===== config.mk =====
export PLATFORM = sky130hd
export DESIGN_NAME = acc_codec_ctrl
export DESIGN_NICKNAME = d
export VERILOG_FILES = /design/src/inc/acc_pkg.sv /design/src/inc/acc_link_if.sv /design/src/verilog/acc_clkgen.sv /design/src/verilog/acc_codec_ctrl.sv /design/src/verilog/acc_sync.sv
export VERILOG_INCLUDE_DIRS = /design/src /design/src/inc
export SDC_FILE = /design/constraint.sdc
export NUM_CORES = 1
export LEC_CHECK = 0
export BUFFER_PORTS_ARGS = -buffer_cell sky130_fd_sc_hd__clkbuf_2
export CAP_MARGIN = 40
export CORE_UTILIZATION = 55
export CTS_BUF_LIST = sky130_fd_sc_hd__clkbuf_2 sky130_fd_sc_hd__clkbuf_4 sky130_fd_sc_hd__clkbuf_8
export DETAILED_ROUTE_END_ITERATION = 8
export PLACE_DENSITY = 0.83
export SKIP_LAST_GASP = 1
export SYNTH_ARGS = -nofsm -noshare
export SYNTH_HDL_FRONTEND = slang
export SYNTH_SLANG_ARGS = --single-unit

===== constraint.sdc =====
create_clock -name clk -period 2.85 [get_ports clk]
set_input_delay 0.1425 -clock clk [delete_from_list [all_inputs] [get_ports clk]]
set_output_delay 0.1425 -clock clk [all_outputs]
set_load 0.02 [all_outputs]

===== src/inc/acc_defs.svh =====
// Constants of the codec control-mode block: slot numbers, field positions,
// reset values and timing counts.
// Assumes the includer works on the 25 MHz system clock.
`ifndef ACC_DEFS_SVH
`define ACC_DEFS_SVH

// Slot numbers, counted from zero for slot 1
`define ACC_SLOT_STATUS   3'h0
`define ACC_SLOT_FORMAT   3'h1
`define ACC_SLOT_LINK     3'h2
`define ACC_SLOT_TEST     3'h3
`define ACC_SLOT_REVISION 3'h6

// Status register fields
`define ACC_ST_RANGE      3
`define ACC_ST_LATCH      2
`define ACC_ST_MASK       8'h0C

// Format register fields
`define ACC_FMT_RATE      5:3
`define ACC_FMT_STEREO    2
`define ACC_FMT_CODING    1:0
`define ACC_CODING_RSV    2'h3

// Link register fields
`define ACC_LNK_IMMEDIATE 7
`define ACC_LNK_SOURCE    5:4
`define ACC_LNK_FLEN      3:2
`define ACC_LNK_DIRECTION 1
`define ACC_LNK_SDO_DIS   0
`define ACC_FLEN_64       2'h0
`define ACC_FLEN_128      2'h1
`define ACC_FLEN_RSV      2'h3

// Test register fields
`define ACC_TST_LOOP_EN   1
`define ACC_TST_LOOP_PATH 0

// Reset values
`define ACC_STATUS_RST    8'h00
`define ACC_FORMAT_RST    8'h00
`define ACC_LINK_RST      8'h00
`define ACC_TEST_RST      8'h00

// Frame and timing counts
`define ACC_FRAME_LAST    6'h3F
`define ACC_SLOT_LAST     3'h7
`define ACC_RELEASE_LAST  4'hB
`define ACC_CAL_CYCLES    9'h100
`define ACC_SCLK_HALF     2'h2

`endif


===== src/inc/acc_pkg.sv =====
// Types shared by the codec control-mode block.
// Assumes nothing beyond the compile order.
package acc_pkg;

  typedef enum logic [1:0] {
    DRV_OFF     = 2'h0,
    DRV_ON      = 2'h1,
    DRV_RELEASE = 2'h2
  } acc_drv_state_type;

endpackage


===== src/inc/acc_link_if.sv =====
// Carries the self-made bit clock and frame sync between the generator and
// the control block; all signals live on the system clock.
`timescale 1ns/1ps
`default_nettype none

interface acc_link_if;
  logic       run;
  logic [1:0] frameLen;
  logic       sclk;
  logic       frame_sync;
  logic       sclkFall;

  modport gen  (input run, frameLen, output sclk, frame_sync, sclkFall);
  modport user (output run, frameLen, input sclk, frame_sync, sclkFall);
endinterface

`default_nettype wire


===== src/verilog/acc_clkgen.sv =====
// Bit clock and frame sync generator used while the codec is timing master.
// Assumes the system clock; frame length 64, 128 or 256 bits.
`timescale 1ns/1ps
`default_nettype none

`include "acc_defs.svh"

module acc_clkgen (
  input  wire logic clk,
  input  wire logic arst_n,
  input  wire logic ce,
  acc_link_if.gen   lnk
);
  logic [1:0] divCnt;
  logic [7:0] bitCnt;
  logic [7:0] lastBit;
  logic       halfDone;

  assign lastBit  = (lnk.frameLen == `ACC_FLEN_64)  ? 8'h3F :
                    (lnk.frameLen == `ACC_FLEN_128) ? 8'h7F : 8'hFF;
  assign halfDone = (divCnt == `ACC_SCLK_HALF - 2'h1);

  always_ff @(posedge clk or negedge arst_n) begin
    if (!arst_n) begin
      divCnt       <= 2'h0;
      bitCnt       <= 8'h00;
      lnk.sclk     <= 1'b0;
      lnk.frame_sync    <= 1'b0;
      lnk.sclkFall <= 1'b0;
    end else if (ce) begin
      lnk.sclkFall <= lnk.run && halfDone && lnk.sclk;
      if (!lnk.run) begin
        divCnt    <= 2'h0;
        bitCnt    <= 8'h00;
        lnk.sclk  <= 1'b0;
        lnk.frame_sync <= 1'b0;
      end else if (halfDone) begin
        divCnt   <= 2'h0;
        lnk.sclk <= !lnk.sclk;
        if (lnk.sclk) begin
          // Sync marks bit 0 of each frame, set on the falling edge before it
          bitCnt    <= (bitCnt >= lastBit) ? 8'h00 : bitCnt + 8'h01;
          lnk.frame_sync <= (bitCnt >= lastBit);
        end
      end else begin
        divCnt <= divCnt + 2'h1;
      end
    end
  end
endmodule // acc_clkgen

`default_nettype wire


===== src/verilog/acc_codec_ctrl.sv =====
// Control-mode register block of a stereo codec on a framed serial link.
// Assumes the controller drives bit clock and frame sync in control mode.
// Summary of operation
// - Mode pin low gives control mode: bytes written in, status bytes read out.
// - Eight 8-bit slots per frame map to status, format, link, test, revision.
// - Status bit 3 selects reduced full-scale output levels when set.
// - Status bit 2 latches control; after that frame writes are ignored.
// - Format bits 5:3 select conversion rate with the active crystal.
// - Format bits 1:0 select coding; reserved code 11 is not taken.
// - Link bit 7 releases clock drivers at once, else 12 clocks later.
// - Link bits 5:4 select the master clock source.
// - Link bits 3:2 select 64, 128 or 256 bits per frame; 11 refused.
// - Link bit 1 set makes the codec drive bit clock and frame sync in data mode.
// - Link bit 0 set disables the serial data output driver.
// - Test bit 1 enables loopback, bit 0 picks digital or analog path.
// - A frame holds eight slots of eight bits, 64 bits, MSB first.
// - Mode pin high enters data mode and starts offset calibration.
`timescale 1ns/1ps
`default_nettype none

`include "acc_defs.svh"

module acc_codec_ctrl
  import acc_pkg::*;
#(
  parameter logic [7:0] REVISION = 8'h5A // Arbitrary value
) (
  input  wire logic       clk,
  input  wire logic       arst_n,
  input  wire logic       ce,
  input  wire logic       modeSelectPortBit,
  input  wire logic       sclkIn,
  input  wire logic       frameSyncIn,
  input  wire logic       sdIn,
  output logic            sdOut,
  output logic            sdOutEn,
  output logic            sclkOut,
  output logic            sclkOutEn,
  output logic            frameSyncOut,
  output logic            frameSyncOutEn,
  output logic            dataMode,
  output logic            calBusy,
  output wire logic       outputRangeSel,
  output wire logic       controlLatchFlag,
  output wire logic [2:0] conversionRateCode,
  output wire logic       stereoSel,
  output wire logic [1:0] sampleCoding,
  output wire logic       immediateRelease,
  output wire logic [1:0] clockSourceSel,
  output wire logic [1:0] frameLengthSel,
  output wire logic       clockDirection,
  output wire logic       serialOutDisable,
  output wire logic       loopbackEnable,
  output wire logic       loopbackPathSel
);

  logic [3:0]        syncQ;
  logic              modeS;
  logic              sclkS;
  logic              frameSyncS;
  logic              sdS;
  logic              sclkPrev;
  logic [5:0]        bitIdx;
  logic [6:0]        rxShift;
  logic [7:0]        statusReg;
  logic [7:0]        formatReg;
  logic [7:0]        linkReg;
  logic [7:0]        testReg;
  logic              writesLatched;
  logic [8:0]        calCnt;
  logic [3:0]        relCnt;
  acc_drv_state_type drvState;
  acc_drv_state_type next_drvState;

  acc_link_if link ();

  acc_sync #(
    .W (4)
  ) u_sync (
    .clk    (clk),
    .arst_n (arst_n),
    .ce     (ce),
    .d      ({modeSelectPortBit, sclkIn, frameSyncIn, sdIn}),
    .q      (syncQ)
  );

  acc_clkgen u_clkgen (
    .clk    (clk),
    .arst_n (arst_n),
    .ce     (ce),
    .lnk    (link)
  );

  assign modeS      = syncQ[3];
  assign sclkS      = syncQ[2];
  assign frameSyncS = syncQ[1];
  assign sdS        = syncQ[0];

  // Edge and mode decode; rising edges count as control bits only in control mode while drvState is DRV_OFF
  wire       sclkRise = sclkS && !sclkPrev;
  wire       sclkFall = !sclkS && sclkPrev;
  wire       modeRise = modeS && !dataMode;
  wire       modeFall = !modeS && dataMode;
  wire [5:0] curIdx   = frameSyncS ? 6'h00 : bitIdx;
  wire [7:0] wrByte   = {rxShift, sdS};
  wire [2:0] wrSlot   = curIdx[5:3];
  wire       ctlRise  = sclkRise && !dataMode && (drvState == DRV_OFF);
  wire       wrEn     = ctlRise && !writesLatched
                        && (curIdx[2:0] == `ACC_SLOT_LAST);
  wire       frameEnd = ctlRise && (curIdx == `ACC_FRAME_LAST);

  // Writes of reserved codes keep the previous setting
  wire       codingRsv = (wrByte[`ACC_FMT_CODING] == `ACC_CODING_RSV);
  wire       flenRsv   = (wrByte[`ACC_LNK_FLEN] == `ACC_FLEN_RSV);
  wire [7:0] next_formatReg = {wrByte[7:2],
                               codingRsv ? formatReg[`ACC_FMT_CODING]
                                         : wrByte[`ACC_FMT_CODING]};
  wire [7:0] next_linkReg   = {wrByte[7:4],
                               flenRsv ? linkReg[`ACC_LNK_FLEN]
                                       : wrByte[`ACC_LNK_FLEN],
                               wrByte[1:0]};

  // Read-back byte of the slot now on the wire; unused slots read zero
  wire [2:0] txSlot = bitIdx[5:3];
  wire [7:0] slotData =
    (txSlot == `ACC_SLOT_STATUS)   ? statusReg :
    (txSlot == `ACC_SLOT_FORMAT)   ? formatReg :
    (txSlot == `ACC_SLOT_LINK)     ? linkReg   :
    (txSlot == `ACC_SLOT_TEST)     ? testReg   :
    (txSlot == `ACC_SLOT_REVISION) ? REVISION  : 8'h00;

  // Register fields as seen by the converter side
  assign outputRangeSel     = statusReg[`ACC_ST_RANGE];
  assign controlLatchFlag   = statusReg[`ACC_ST_LATCH];
  assign conversionRateCode = formatReg[`ACC_FMT_RATE];
  assign stereoSel          = formatReg[`ACC_FMT_STEREO];
  assign sampleCoding       = formatReg[`ACC_FMT_CODING];
  assign immediateRelease   = linkReg[`ACC_LNK_IMMEDIATE];
  assign clockSourceSel     = linkReg[`ACC_LNK_SOURCE];
  assign frameLengthSel     = linkReg[`ACC_LNK_FLEN];
  assign clockDirection     = linkReg[`ACC_LNK_DIRECTION];
  assign serialOutDisable   = linkReg[`ACC_LNK_SDO_DIS];
  assign loopbackEnable     = testReg[`ACC_TST_LOOP_EN];
  assign loopbackPathSel    = testReg[`ACC_TST_LOOP_PATH];

  assign link.run      = (drvState != DRV_OFF);
  assign link.frameLen = frameLengthSel;

  // Serial shift and slot counter
  always_ff @(posedge clk or negedge arst_n) begin
    if (!arst_n) begin
      sclkPrev <= 1'b0;
      bitIdx   <= 6'h00;
      rxShift  <= 7'h00;
    end else if (ce) begin
      sclkPrev <= sclkS;
      if (ctlRise) begin
        rxShift <= wrByte[6:0];
        bitIdx  <= curIdx + 6'h01;
      end
    end
  end

  // Register writes, one byte per slot at its last bit
  always_ff @(posedge clk or negedge arst_n) begin
    if (!arst_n) begin
      statusReg <= `ACC_STATUS_RST;
      formatReg <= `ACC_FORMAT_RST;
      linkReg   <= `ACC_LINK_RST;
      testReg   <= `ACC_TEST_RST;
    end else if (ce && wrEn) begin
      if (wrSlot == `ACC_SLOT_STATUS)
        statusReg <= wrByte & `ACC_ST_MASK;
      if (wrSlot == `ACC_SLOT_FORMAT)
        formatReg <= next_formatReg;
      if (wrSlot == `ACC_SLOT_LINK)
        linkReg <= next_linkReg;
      // Upper test bits are kept as written; the controller leaves them zero
      if (wrSlot == `ACC_SLOT_TEST)
        testReg <= wrByte;
    end
  end

  // Latch: a frame ending with the flag high locks out writes and the driver
  // until control mode is entered anew. Set wins over the clear.
  always_ff @(posedge clk or negedge arst_n) begin
    if (!arst_n) begin
      writesLatched <= 1'b0;
    end else if (ce) begin
      if (frameEnd && controlLatchFlag)
        writesLatched <= 1'b1;
      else if (modeFall)
        writesLatched <= 1'b0;
    end
  end

  // Data output changes on the falling bit clock, MSB first
  always_ff @(posedge clk or negedge arst_n) begin
    if (!arst_n) begin
      sdOut   <= 1'b0;
      sdOutEn <= 1'b0;
    end else if (ce) begin
      if (sclkFall)
        sdOut <= slotData[~bitIdx[2:0]];
      sdOutEn <= !dataMode && !writesLatched && !serialOutDisable;
    end
  end

  // Mode tracking and offset calibration
  always_ff @(posedge clk or negedge arst_n) begin
    if (!arst_n) begin
      dataMode <= 1'b0;
      calCnt   <= 9'h000;
      calBusy  <= 1'b0;
    end else if (ce) begin
      dataMode <= modeS;
      if (modeRise)
        calCnt <= `ACC_CAL_CYCLES;
      else if (calCnt != 9'h000)
        calCnt <= calCnt - 9'h001;
      calBusy <= modeRise || (calCnt > 9'h001);
    end
  end

  // Clock driver state: on in data mode as master, released after mode falls
  always_comb begin
    next_drvState = drvState;
    unique case (drvState)
      DRV_OFF: begin
        if (modeRise && clockDirection)
          next_drvState = DRV_ON;
      end
      DRV_ON: begin
        if (modeFall)
          next_drvState = immediateRelease ? DRV_OFF : DRV_RELEASE;
      end
      DRV_RELEASE: begin
        if (modeRise)
          next_drvState = DRV_ON;
        else if (link.sclkFall && relCnt == `ACC_RELEASE_LAST)
          next_drvState = DRV_OFF;
      end
      default: next_drvState = DRV_OFF;
    endcase
  end

  always_ff @(posedge clk or negedge arst_n) begin
    if (!arst_n) begin
      drvState <= DRV_OFF;
      relCnt   <= 4'h0;
    end else if (ce) begin
      drvState <= next_drvState;
      if (drvState != DRV_RELEASE || next_drvState != DRV_RELEASE)
        relCnt <= 4'h0;
      else if (link.sclkFall)
        relCnt <= relCnt + 4'h1;
    end
  end

  // Pin drivers registered once more so every output leaves a flop
  always_ff @(posedge clk or negedge arst_n) begin
    if (!arst_n) begin
      sclkOut        <= 1'b0;
      sclkOutEn      <= 1'b0;
      frameSyncOut   <= 1'b0;
      frameSyncOutEn <= 1'b0;
    end else if (ce) begin
      sclkOut        <= link.sclk;
      frameSyncOut   <= link.frame_sync;
      sclkOutEn      <= (drvState != DRV_OFF);
      frameSyncOutEn <= (drvState != DRV_OFF);
    end
  end

  AST_STATUS_WR: assert property (@(posedge clk) disable iff (!arst_n)
    ce && wrEn && wrSlot == `ACC_SLOT_STATUS
    |=> outputRangeSel == $past(wrByte[3]) && statusReg[7:4] == 4'h0)
    else $error("Status write did not set the range bit");

  AST_RATE_WR: assert property (@(posedge clk) disable iff (!arst_n)
    ce && wrEn && wrSlot == `ACC_SLOT_FORMAT
    |=> conversionRateCode == $past(wrByte[5:3]))
    else $error("Rate code not taken from format write");

  AST_CODING_RSV: assert property (@(posedge clk) disable iff (!arst_n)
    ce && wrEn && wrSlot == `ACC_SLOT_FORMAT && wrByte[1:0] == 2'h3
    |=> $stable(sampleCoding))
    else $error("Reserved coding was accepted");

  AST_FLEN_RSV: assert property (@(posedge clk) disable iff (!arst_n)
    ce && wrEn && wrSlot == `ACC_SLOT_LINK && wrByte[3:2] == 2'h3
    |=> $stable(frameLengthSel))
    else $error("Reserved frame length was accepted");

  AST_LATCH: assert property (@(posedge clk) disable iff (!arst_n)
    ce && frameEnd && controlLatchFlag
    |=> writesLatched ##1 !sdOutEn)
    else $error("Latched frame did not release the data driver");

  AST_SDO_DIS: assert property (@(posedge clk) disable iff (!arst_n)
    ce && serialOutDisable |=> !sdOutEn)
    else $error("Data driver on while disabled");

  AST_REL_NOW: assert property (@(posedge clk) disable iff (!arst_n)
    ce && drvState == DRV_ON && modeFall && immediateRelease
    |=> drvState == DRV_OFF ##1 (!ce || !sclkOutEn))
    else $error("Immediate release did not stop clock drive");

  AST_REL_LATE: assert property (@(posedge clk) disable iff (!arst_n)
    relCnt <= 4'hC && (drvState == DRV_RELEASE || relCnt == 4'h0))
    else $error("Release count out of range");

  AST_WRAP: assert property (@(posedge clk) disable iff (!arst_n)
    ce && ctlRise && curIdx == 6'h3F |=> bitIdx == 6'h00)
    else $error("Frame did not wrap after 64 bits");

  AST_CAL: assert property (@(posedge clk) disable iff (!arst_n)
    ce && modeRise |=> calBusy && dataMode)
    else $error("Calibration not started on data mode entry");

endmodule // acc_codec_ctrl

`default_nettype wire


===== src/verilog/acc_sync.sv =====
// Two-stage synchroniser for pins arriving from outside the clock domain.
// Assumes the inputs are levels held for several clock cycles.
`timescale 1ns/1ps
`default_nettype none

module acc_sync #(
  parameter int W = 1
) (
  input  wire logic         clk,
  input  wire logic         arst_n,
  input  wire logic         ce,
  input  wire logic [W-1:0] d,
  output logic      [W-1:0] q
);
  logic [W-1:0] stage1;

  always_ff @(posedge clk or negedge arst_n) begin
    if (!arst_n) begin
      stage1 <= '0;
      q      <= '0;
    end else if (ce) begin
      stage1 <= d;
      q      <= stage1;
    end
  end
endmodule // acc_sync

`default_nettype wire

# Yosys cells after proc, flatten, opt, wreduce, memory -nomap -nowiden

Cells that the tools add are included.

Equality and inequality tests: 20
Reductions and logical operators: 48
Multiplexer cells: 33
Magnitude comparators: 3
Add/sub/neg operators: 5
Bitwise operators: 3

Operators by type and width:

| cell                | number |
|---|---|
| $mux 8              | 10 |
| $reduce_and 2->1    | 10 |
| $mux 9              | 2 |
| $logic_and 1x1->1   | 17 |
| $mux 2              | 7 |
| $eq 3x2->1 const B  | 4 |
| $gt 9x1->1 const B  | 1 |
| $reduce_and 3->1    | 3 |
| $reduce_bool 9->1   | 1 |
| $sub 9x1->9 const B | 1 |
| $add 8x1->8 const B | 1 |
| $ge 8x8->1          | 1 |
| $mux 1              | 8 |
| $mux 4              | 2 |
| $ne 2x2->1 const B  | 4 |
| $reduce_bool 2->1   | 4 |
| $logic_not 1->1     | 7 |
| $mux 7              | 1 |
| $add 6x1->6 const B | 1 |
| $eq 2x1->1 const B  | 3 |
| $eq 2x2->1 const B  | 3 |
| $eq 3x1->1 const B  | 2 |
| $eq 3x3->1 const B  | 2 |
| $eq 6x6->1 const B  | 1 |
| 12 further kinds    | 16 |

Input port bits: 7
Bits in registers: 84
Output and inout port bits: 25
Logic and storage cells: 139

# Logic depth before layout (Yosys ltp)

Gate-level depths: netlist (run 1).

Depth after elaboration: 9
Gate-level depth with buffers: 9
Mapped depth without buffers: 8

# Cells and area by module

Synthesis (run 1) repeated with hierarchy kept, for this count alone.

Cell total of the unflattened synthesis: 386
Area total of the unflattened synthesis: 4217.8 sq um

Modules (own cells, without submodules):

| module         | area each (sq um) | cells each | sequential area each (sq um) | instances |
|---|---|---|---|---|
| acc_codec_ctrl | 3161.8            | 302        | 1576.5                       | 1 |
| acc_clkgen     | 724.4             | 67         | 325.3                        | 1 |
| acc_sync       | 331.6             | 17         | 200.2                        | 1 |

# Worst setup path after synthesis (run 1)

No wires, ideal clock.

Path type: reg2reg
From: register bitIdx[0]
To: register formatReg[2]
Setup time: 0.125 ns
Data required time: 2.725 ns
Setup slack: 0.426 ns
Buffers on the path: 2
Clock period less this slack: 2.424 ns
Cell stages (with the launch flop): 9
Arrival time: 2.299 ns
Cells stage by stage: dfrtp_1 clkbuf_1 and2b_2 ha_1 ha_1 or4b_1 or3_1 buf_6 mux2_4

Longest elaborated chain between the ends: 5

RTL lines:

| element                    | line                  | text |
|---|---|---|
| start, declared            | acc_codec_ctrl.sv:63  | `logic [5:0] bitIdx;` |
| start signal, assigned     | acc_codec_ctrl.sv:159 | `bitIdx <= curIdx + 6'h01;` |
| $mux 6                     | acc_codec_ctrl.sv:104 | `wire [5:0] curIdx = frameSyncS ? 6'h00 : bitIdx;` |
| $eq 3x3->1 (no line)       | n/a                   |  |
| $logic_and 1x1->1          | acc_codec_ctrl.sv:108 | `wire wrEn = ctlRise && !writesLatched` |
| $logic_and 1x1->1          | acc_codec_ctrl.sv:171 | `end else if (ce && wrEn) begin` |
| $reduce_and 2->1 (no line) | n/a                   |  |
| end signal, assigned       | acc_codec_ctrl.sv:168 | `` formatReg <= `ACC_FORMAT_RST; `` |
| end signal, assigned       | acc_codec_ctrl.sv:175 | `formatReg <= next_formatReg;` |
| end, declared              | acc_codec_ctrl.sv:66  | `logic [7:0] formatReg;` |

Every way passes these cells.
A chain may end at the register's enable or synchronous reset.

# Worst setup path in the final report (run 1)

From: register u_sync.q[1]
To: register formatReg[2]

Longest elaborated chain between the ends: 5
Elaborated cells on any way between the ends: 6
Classes of those cells: eq/ne (2); mux (1); reduce/logical (3)

RTL lines:

| element                        | line                  | text |
|---|---|---|
| start, declared                | acc_sync.sv:13        | `output logic [W-1:0] q` |
| start signal, assigned         | acc_sync.sv:23        | `q <= stage1;` |
| $mux 6 (*)                     | acc_codec_ctrl.sv:104 |  |
| $eq 3x3->1 (no line)           | n/a                   |  |
| $logic_and 1x1->1              | acc_codec_ctrl.sv:108 |  |
| $logic_and 1x1->1              | acc_codec_ctrl.sv:171 |  |
| $reduce_and 2->1 (no line) (*) | n/a                   |  |

Mark *: on every way between the ends. The rest lies on a longest branch, timed or not.

==> summary.txt, run 1 <==
Routing
  • Wirelength per Cell: 15.6 um
  • DRC violations left: 0
  • Vias per cell: 5.72
  • DRT Pass-1 Iters: 4
  • Final ANT Viol Nets: 0
  • DR vias: 2955
  • DR iter-0 viols: 243
  • DRT Wirelength: 8050 um

Yosys
  • Most frequent cell after synthesis: dfrtp_1
  • Seq/Total Area, Yosys: 49.9%
  • Syn Area/Cell: 10.8 um^2
  • Yosys warnings: 0
  • #FFs+latches synth: 84
  • Synth cell types: 58
  • Synthesized area: 4210 um^2
  • Largest area contributor in the netlist: dfrtp_1
  • Area share of the largest cell type after synthesis: 49.9%
  • Syn Nets: 406
  • Synth cell count leaders: dfrtp_1, nor2_1, mux2_2
  • Asr flop ratio synth: 100%
  • Post-synthesis cell count: 391
  • Most used DFF post-synth: dfrtp_1
  • EDFF count, synth: 0
  • Synth top area cells: dfrtp_1, mux2_2, nor2_1

Layout
  • Register area: 2100 um^2
  • Fillers: 571
  • Synth-to-Final Area Change: 9.65%
  • Antenna Cells: 0
  • Multi-input gate area: 1890 um^2
  • Share of cells above drive strength 1: 26.3%
  • Final Cell Area: 4620 um^2
  • Nets: 429

Min path
  • WHS Path Cells: 2
  • Hold Crit Class: in2reg

CTS
  • H-tree Lvls: 3
  • # resized after CTS: 0
  • CTS root buf: clkbuf_8
  • Clk sinks: 84
  • CTS Buffer Depth: 2
  • Setup Buffers After CTS: 0
  • Clk pin slew, worst setup/hold paths: 80 ps
  • Skew-Pair Late Insertion Delay: 360 ps
  • CTS tree: yes
  • Hold Buf Count CTS: 1
  • CTS Buf Count: 9

STA
  • RSZ-0062 raised after global routing: no
  • Hold Vio Cnt, Final: 0
  • Worst relative slew slack: 64.2%
  • Setup TNS: 0 ps
  • Final setup vio count: 0
  • Fin crit share: 90.9%
  • Maximum clock frequency: 0.386 GHz
  • Clk_skew: 9.71 ps
  • Tmin final: 2590 ps
  • Worst-Margin Slew: 532 ps
  • Slew Limit Fails: 0

Run status
  • Status: finished clean

Setup path
  • Max incr delay on CP: 560 ps
  • Arrival @ worst endpoint: 2830 ps
  • Crit-path max FO: 10
  • CP endpoint kind: flip-flop
  • Critical path class: reg2reg
  • Reg2Reg Depth: 6
  • Slowest stage cell, crit path: or3_1
  • Most frequent CP cell: ha_1
  • Crit-path cells: and2b_2, ha_1, ha_1, or4b_1, or3_1, mux2_4
  • Crit path required time: 3090 ps
  • Element type at the critical path start: flip-flop

Floorplanning
  • Die Span Y: 89.5 um
  • Die width: 89.5 um
  • Starting Density: 57.5%
  • DIE AREA: 8010 um^2
  • I/O pin count: 32
  • Floorplan core area: 7330 um^2
  • # rows: 31

Global route
  • First-pass GRT wire length: 13600 um
  • GRT Residual Overflow: 0
  • Initial antenna violation count: 0
  • Largest net degree at the start of global routing: 55
  • Met2 usage: 35.0%
  • GR peak layer: met2
  • GRT Total Usage: 22.8%
  • Global routing usage on met3: 4.80%
  • Met1 usage: 31.7%
  • Vias in the first global route: 2892

Placement
  • Port Buffers: 31
  • Placed instance area: 4400 um^2
  • RePlAce Congestion: 0.830
  • Post-DP HPWL: 5550 um

Flow run
  • MaxCap Viol Count: 0

Power and ir drop
  • Cell Pwr Density: 684 nW/um^2
  • Worst vdd ir: 0.339 mV
  • Leak: 2.15 nW
## path summary, 6_finish.rpt
| path | end | from | slack (ps) |
|---|---|---|---|
| setup reg to reg | formatReg[2]$_DFFE_PN0P_ | u_sync.q[1]$_DFFE_PN0P_ | 260 |
| min in group asynchronous | u_clkgen.bitCnt[0]$_DFFE_PN0P_ | arst_n | 250 |
| max in group asynchronous | sdOutEn$_DFFE_PN0P_ | arst_n | 2010 |
| hold reg to reg | calBusy$_DFFE_PN0P_ | calBusy$_DFFE_PN0P_ | 490 |
| setup / recovery | formatReg[2]$_DFFE_PN0P_ | u_sync.q[1]$_DFFE_PN0P_ | 260 |
| hold / removal | u_sync.stage1[2]$_DFFE_PN0P_ | sclkIn | 20 |
## metal layers
metal / wire [um] / up-vias
met5: 0 / -
met4: 125 / 0
met1: 3800 / 1425
met2: 3700 / 86
met3: 425 / 14
li1: - / 1430
## report_power, final
part / total (W) / internal, W / leakage, nW / switching, W
logic: 0.000696 / 0.000323 / 0.938 / 0.000372
clock network: 0.000899 / 0.000495 / 0.106 / 0.000403
registers: 0.00157 / 0.00137 / 1.11 / 0.000201
## area by class of cell
class	count	share of cell area [%]
Sequential cell	84	45.5
Multi-Input combinational cell	267	41.0
Timing Repair Buffer	40	5.36
Clock buffer	10	2.84
Tap cell	99	2.68
Clock inverter	5	1.68
Inverter	12	0.975
## sequential cells by signal, summed over array words and instances, names as in the netlist, 2 cells and up
signal and flops:
calCnt 9, formatReg 8, linkReg 8, testReg 8, u_clkgen.bitCnt 8, rxShift 7, bitIdx 6, relCnt 4
u_sync.q 4, u_sync.stage1 4, drvState 2, statusReg 2, u_clkgen.divCnt 2
## stage by stage
stage                     utilization [%]  hold WS, ps  std cells  worst slack, ps  total power (W)
after floorplan                         -         -153        391              426          0.00206
after global placement               59.7          376        500              372          0.00223
final                                63.0         16.1        517              258          0.00316
after detailed placement             60.0          114        501              292          0.00228
after global routing                 63.0         22.0        517              147          0.00334
after CTS                            63.0         14.2        517              274          0.00318
## kinds of logic (layout without fill, tap and decap cells)
| kind of cell | Yosys count | count (layout) | share of synthesized area [%] |
|---|---|---|---|
| buffers and inverters | 40 | 67 | 5.20 |
| adders and majority gates | 8 | 8 | 2.38 |
| AOI/OAI and AO/OA | 70 | 70 | 10.6 |
| DFF | 84 | 84 | 49.9 |
| and+or+nand+nor | 128 | 128 | 15.9 |
| muxes | 51 | 51 | 14.0 |
| xor gates and xnor gates | 10 | 10 | 2.08 |
## critical path, delay by kind of cell (launching register included)
kind	cells	cell delay [ps]
multiplexers	1	380
flip-flops	1	480
adder cells (fa/ha/maj)	2	370
AND/OR/NAND/NOR	3	1240
## cells in the final DEF, fill, tap and decap left out, drive strengths merged, types with 5 or more instances in the layout
cell,instances
a21oi,17
and2,5
buf,9
clkbuf,40
dfrtp,84
ha,8
inv,12
mux2,44
mux2i,7
nand2,27
nand2b,6
nand3,9
nand4,8
nor2,42
o21ai,20
o22ai,5
xnor2,5
xor2,5
Note: power is estimated with default switching activity, not from simulation.
==> inputs of run 2 (changes only) <==
Settings changed: BUFFER_PORTS_ARGS -buffer_cell sky130_fd_sc_hd__clkbuf_2 to -buffer_cell sky130_fd_sc_hd__buf_2.
==> summary.txt, run 2 (synthesized netlist as in run 1, its figures left out) <==
Power and ir drop
  • Leak: 2.16 nW (+0.31%)
  • Cell Pwr Density: 665 nW/um^2 (-2.7%)
  • Worst vdd ir: 0.381 mV (+12%)

CTS
  • CTS Buffer Depth: 2 (unchanged)
  • Skew-Pair Late Insertion Delay: 350 ps (about the same)
  • Hold Buf Count CTS: 1 (unchanged)
  • H-tree Lvls: 3 (unchanged)
  • CTS root buf: clkbuf_8
  • Setup Buffers After CTS: 0 (unchanged)
  • CTS Buf Count: 9 (unchanged)
  • CTS tree: yes
  • # resized after CTS: 0 (unchanged)
  • Clk sinks: 84 (unchanged)
  • Clk pin slew, worst setup/hold paths: 80 ps (about the same)

Floorplanning
  • DIE AREA: 8010 um^2 (unchanged)
  • Die Span Y: 89.5 um (unchanged)
  • Floorplan core area: 7330 um^2 (unchanged)
  • # rows: 31 (unchanged)
  • I/O pin count: 32 (unchanged)
  • Starting Density: 57.5% (unchanged)
  • Die width: 89.5 um (unchanged)

Routing
  • DR iter-0 viols: 204 (-16%)
  • DR vias: 2950 (-0.17%)
  • Vias per cell: 5.69 (-0.36%)
  • Wirelength per Cell: 15.9 um (+2.3%)
  • DRT Pass-1 Iters: 4 (unchanged)
  • DRT Wirelength: 8250 um (+2.5%)
  • Final ANT Viol Nets: 0 (unchanged)
  • DRC violations left: 0 (unchanged)

Min path
  • Hold Crit Class: in2reg

Global route
  • Met2 usage: 36.3% (+1.2 points)
  • GR peak layer: met2
  • GRT Total Usage: 23.0% (+0.15 points)
  • Vias in the first global route: 2929 (+1.3%)
  • Largest net degree at the start of global routing: 56 (+1.8%)
  • Met1 usage: 31.3% (-0.37 points)
  • First-pass GRT wire length: 13800 um (+1.3%)
  • Initial antenna violation count: 0 (unchanged)
  • Global routing usage on met3: 4.71% (-0.092 points)
  • GRT Residual Overflow: 0 (unchanged)

Setup path
  • Max incr delay on CP: 560 ps (about the same)
  • Arrival @ worst endpoint: 2820 ps (about the same)
  • Critical path class: reg2reg
  • Slowest stage cell, crit path: or3_1
  • Crit-path max FO: 10 (unchanged)
  • Most frequent CP cell: ha_1
  • Element type at the critical path start: flip-flop
  • CP endpoint kind: flip-flop
  • Top delay family on crit path: simple AND/OR/NAND/NOR gates
  • Crit-path cells: and2b_2, ha_1, ha_1, or4b_1, or3_1, mux2_4
  • WP buf/inv: 0 (unchanged)
  • Crit path required time: 3090 ps (about the same)

STA
  • Tmin final: 2590 ps (-2.55 ps)
  • RSZ-0062 raised after global routing: no
  • Fin crit share: 90.9% (about the same)
  • Hold Vio Cnt, Final: 0 (unchanged)
  • Setup TNS: 0 ps (unchanged)
  • Maximum clock frequency: 0.386 GHz (about the same)
  • Final setup vio count: 0 (unchanged)
  • Clk_skew: 10.4 ps (+0.692 ps)
  • Slew Limit Fails: 0 (unchanged)
  • Worst relative slew slack: 60.9% (-3.3 points)
  • Worst-Margin Slew: 585 ps (+53.2 ps)

Placement
  • Inst Count DP: 501 (unchanged)
  • RePlAce Congestion: 0.832 (+0.30%)
  • Post-DP HPWL: 5670 um (+2.0%)
  • Port Buffers: 31 (unchanged)

Layout
  • Largest register FFs: 9 (unchanged)
  • Antenna Cells: 0 (unchanged)
  • Share of cells above drive strength 1: 26.5% (+0.18 points)
  • Synth-to-Final Area Change: 9.15%
  • Most frequent cells in the layout: dfrtp_1, nor2_1, mux2_2
  • Top reg by flops: calCnt
  • Fin cells: 518 (+0.19%)
  • Nets: 429 (unchanged)
  • Commonest non-fill, non-tap cell in the layout: dfrtp_1

Run status
  • Status: finished clean

Flow run
  • MaxCap Viol Count: 0 (unchanged)
## run 2: cell types whose count changed in the layout (fill, tap and decap cells not counted)
| cell | before | now |
|---|---|---|
| buf_2 | 0 | 30 |
| bufinv_16 | 2 | 0 |
| clkbuf_2 | 30 | 0 |
| clkbuf_4 | 1 | 0 |
| clkbuf_8 | 9 | 12 |
| clkinv_2 | 2 | 3 |
## run 2: worst register-to-register path, cell delays in order (launching register included)
cell and delay [ps]:
dfrtp_1 480, and2b_2 270, ha_1 190, ha_1 180, or4b_1 420, or3_1 560
mux2_4 380
## run 2: final timing paths
check / from / to / slack, ps / cells after the start
setup / recovery: u_sync.q[1]$_DFFE_PN0P_ / formatReg[3]$_DFFE_PN0P_ / 260 / 6
hold / removal: sdIn / u_sync.stage1[0]$_DFFE_PN0P_ / 30 / 2
setup reg to reg: u_sync.q[1]$_DFFE_PN0P_ / formatReg[3]$_DFFE_PN0P_ / 260 / 6
hold reg to reg: calCnt[8]$_DFFE_PN0P_ / calCnt[8]$_DFFE_PN0P_ / 490 / 1
max in group asynchronous: arst_n / u_sync.q[3]$_DFFE_PN0P_ / 2000 / 3
min in group asynchronous: arst_n / u_clkgen.lnk.sclk$_DFFE_PN0P_ / 260 / 2
## run 2: where the power goes
| part | switching [W] | total [W] | internal, W |
|---|---|---|---|
| logic | 0.000380 | 0.000704 | 0.000324 |
| registers | 0.000198 | 0.00156 | 0.00137 |
| clock network | 0.000410 | 0.000793 | 0.000384 |
## run 2: metal layers
| layer | share of wire [%] | vias up | wire (um) |
|---|---|---|---|
| met5 | 0 | - | 0 |
| met3 | 3.7 | 12 | 303 |
| met2 | 47 | 58 | 3880 |
| li1 | - | 1432 | - |
| met1 | 48 | 1448 | 3930 |
| met4 | 1.6 | 0 | 136 |
## run 2: area by class of cell
class | count | area (um^2)
Fill cell | 598 | 2730
Sequential cell | 84 | 2100
Multi-Input combinational cell | 267 | 1890
Timing Repair Buffer | 40 | 248
Clock buffer | 12 | 165
Tap cell | 99 | 124
Inverter | 12 | 45.0
Clock inverter | 4 | 22.5
## run 2: stage by stage
step                setup slack, ps  hold WS, ps  cell area, um^2  power, W  utilization [%]
finish                          261         25.1             4600   0.00306             62.7
global route                    179         16.7             4600   0.00325             62.7
CTS                             296         11.8             4600   0.00308             62.7
detailed placement              314          100             4400   0.00228             60.0
global placement                369          376             4370   0.00223             59.7
floorplan                       426         -153             4210   0.00206                -
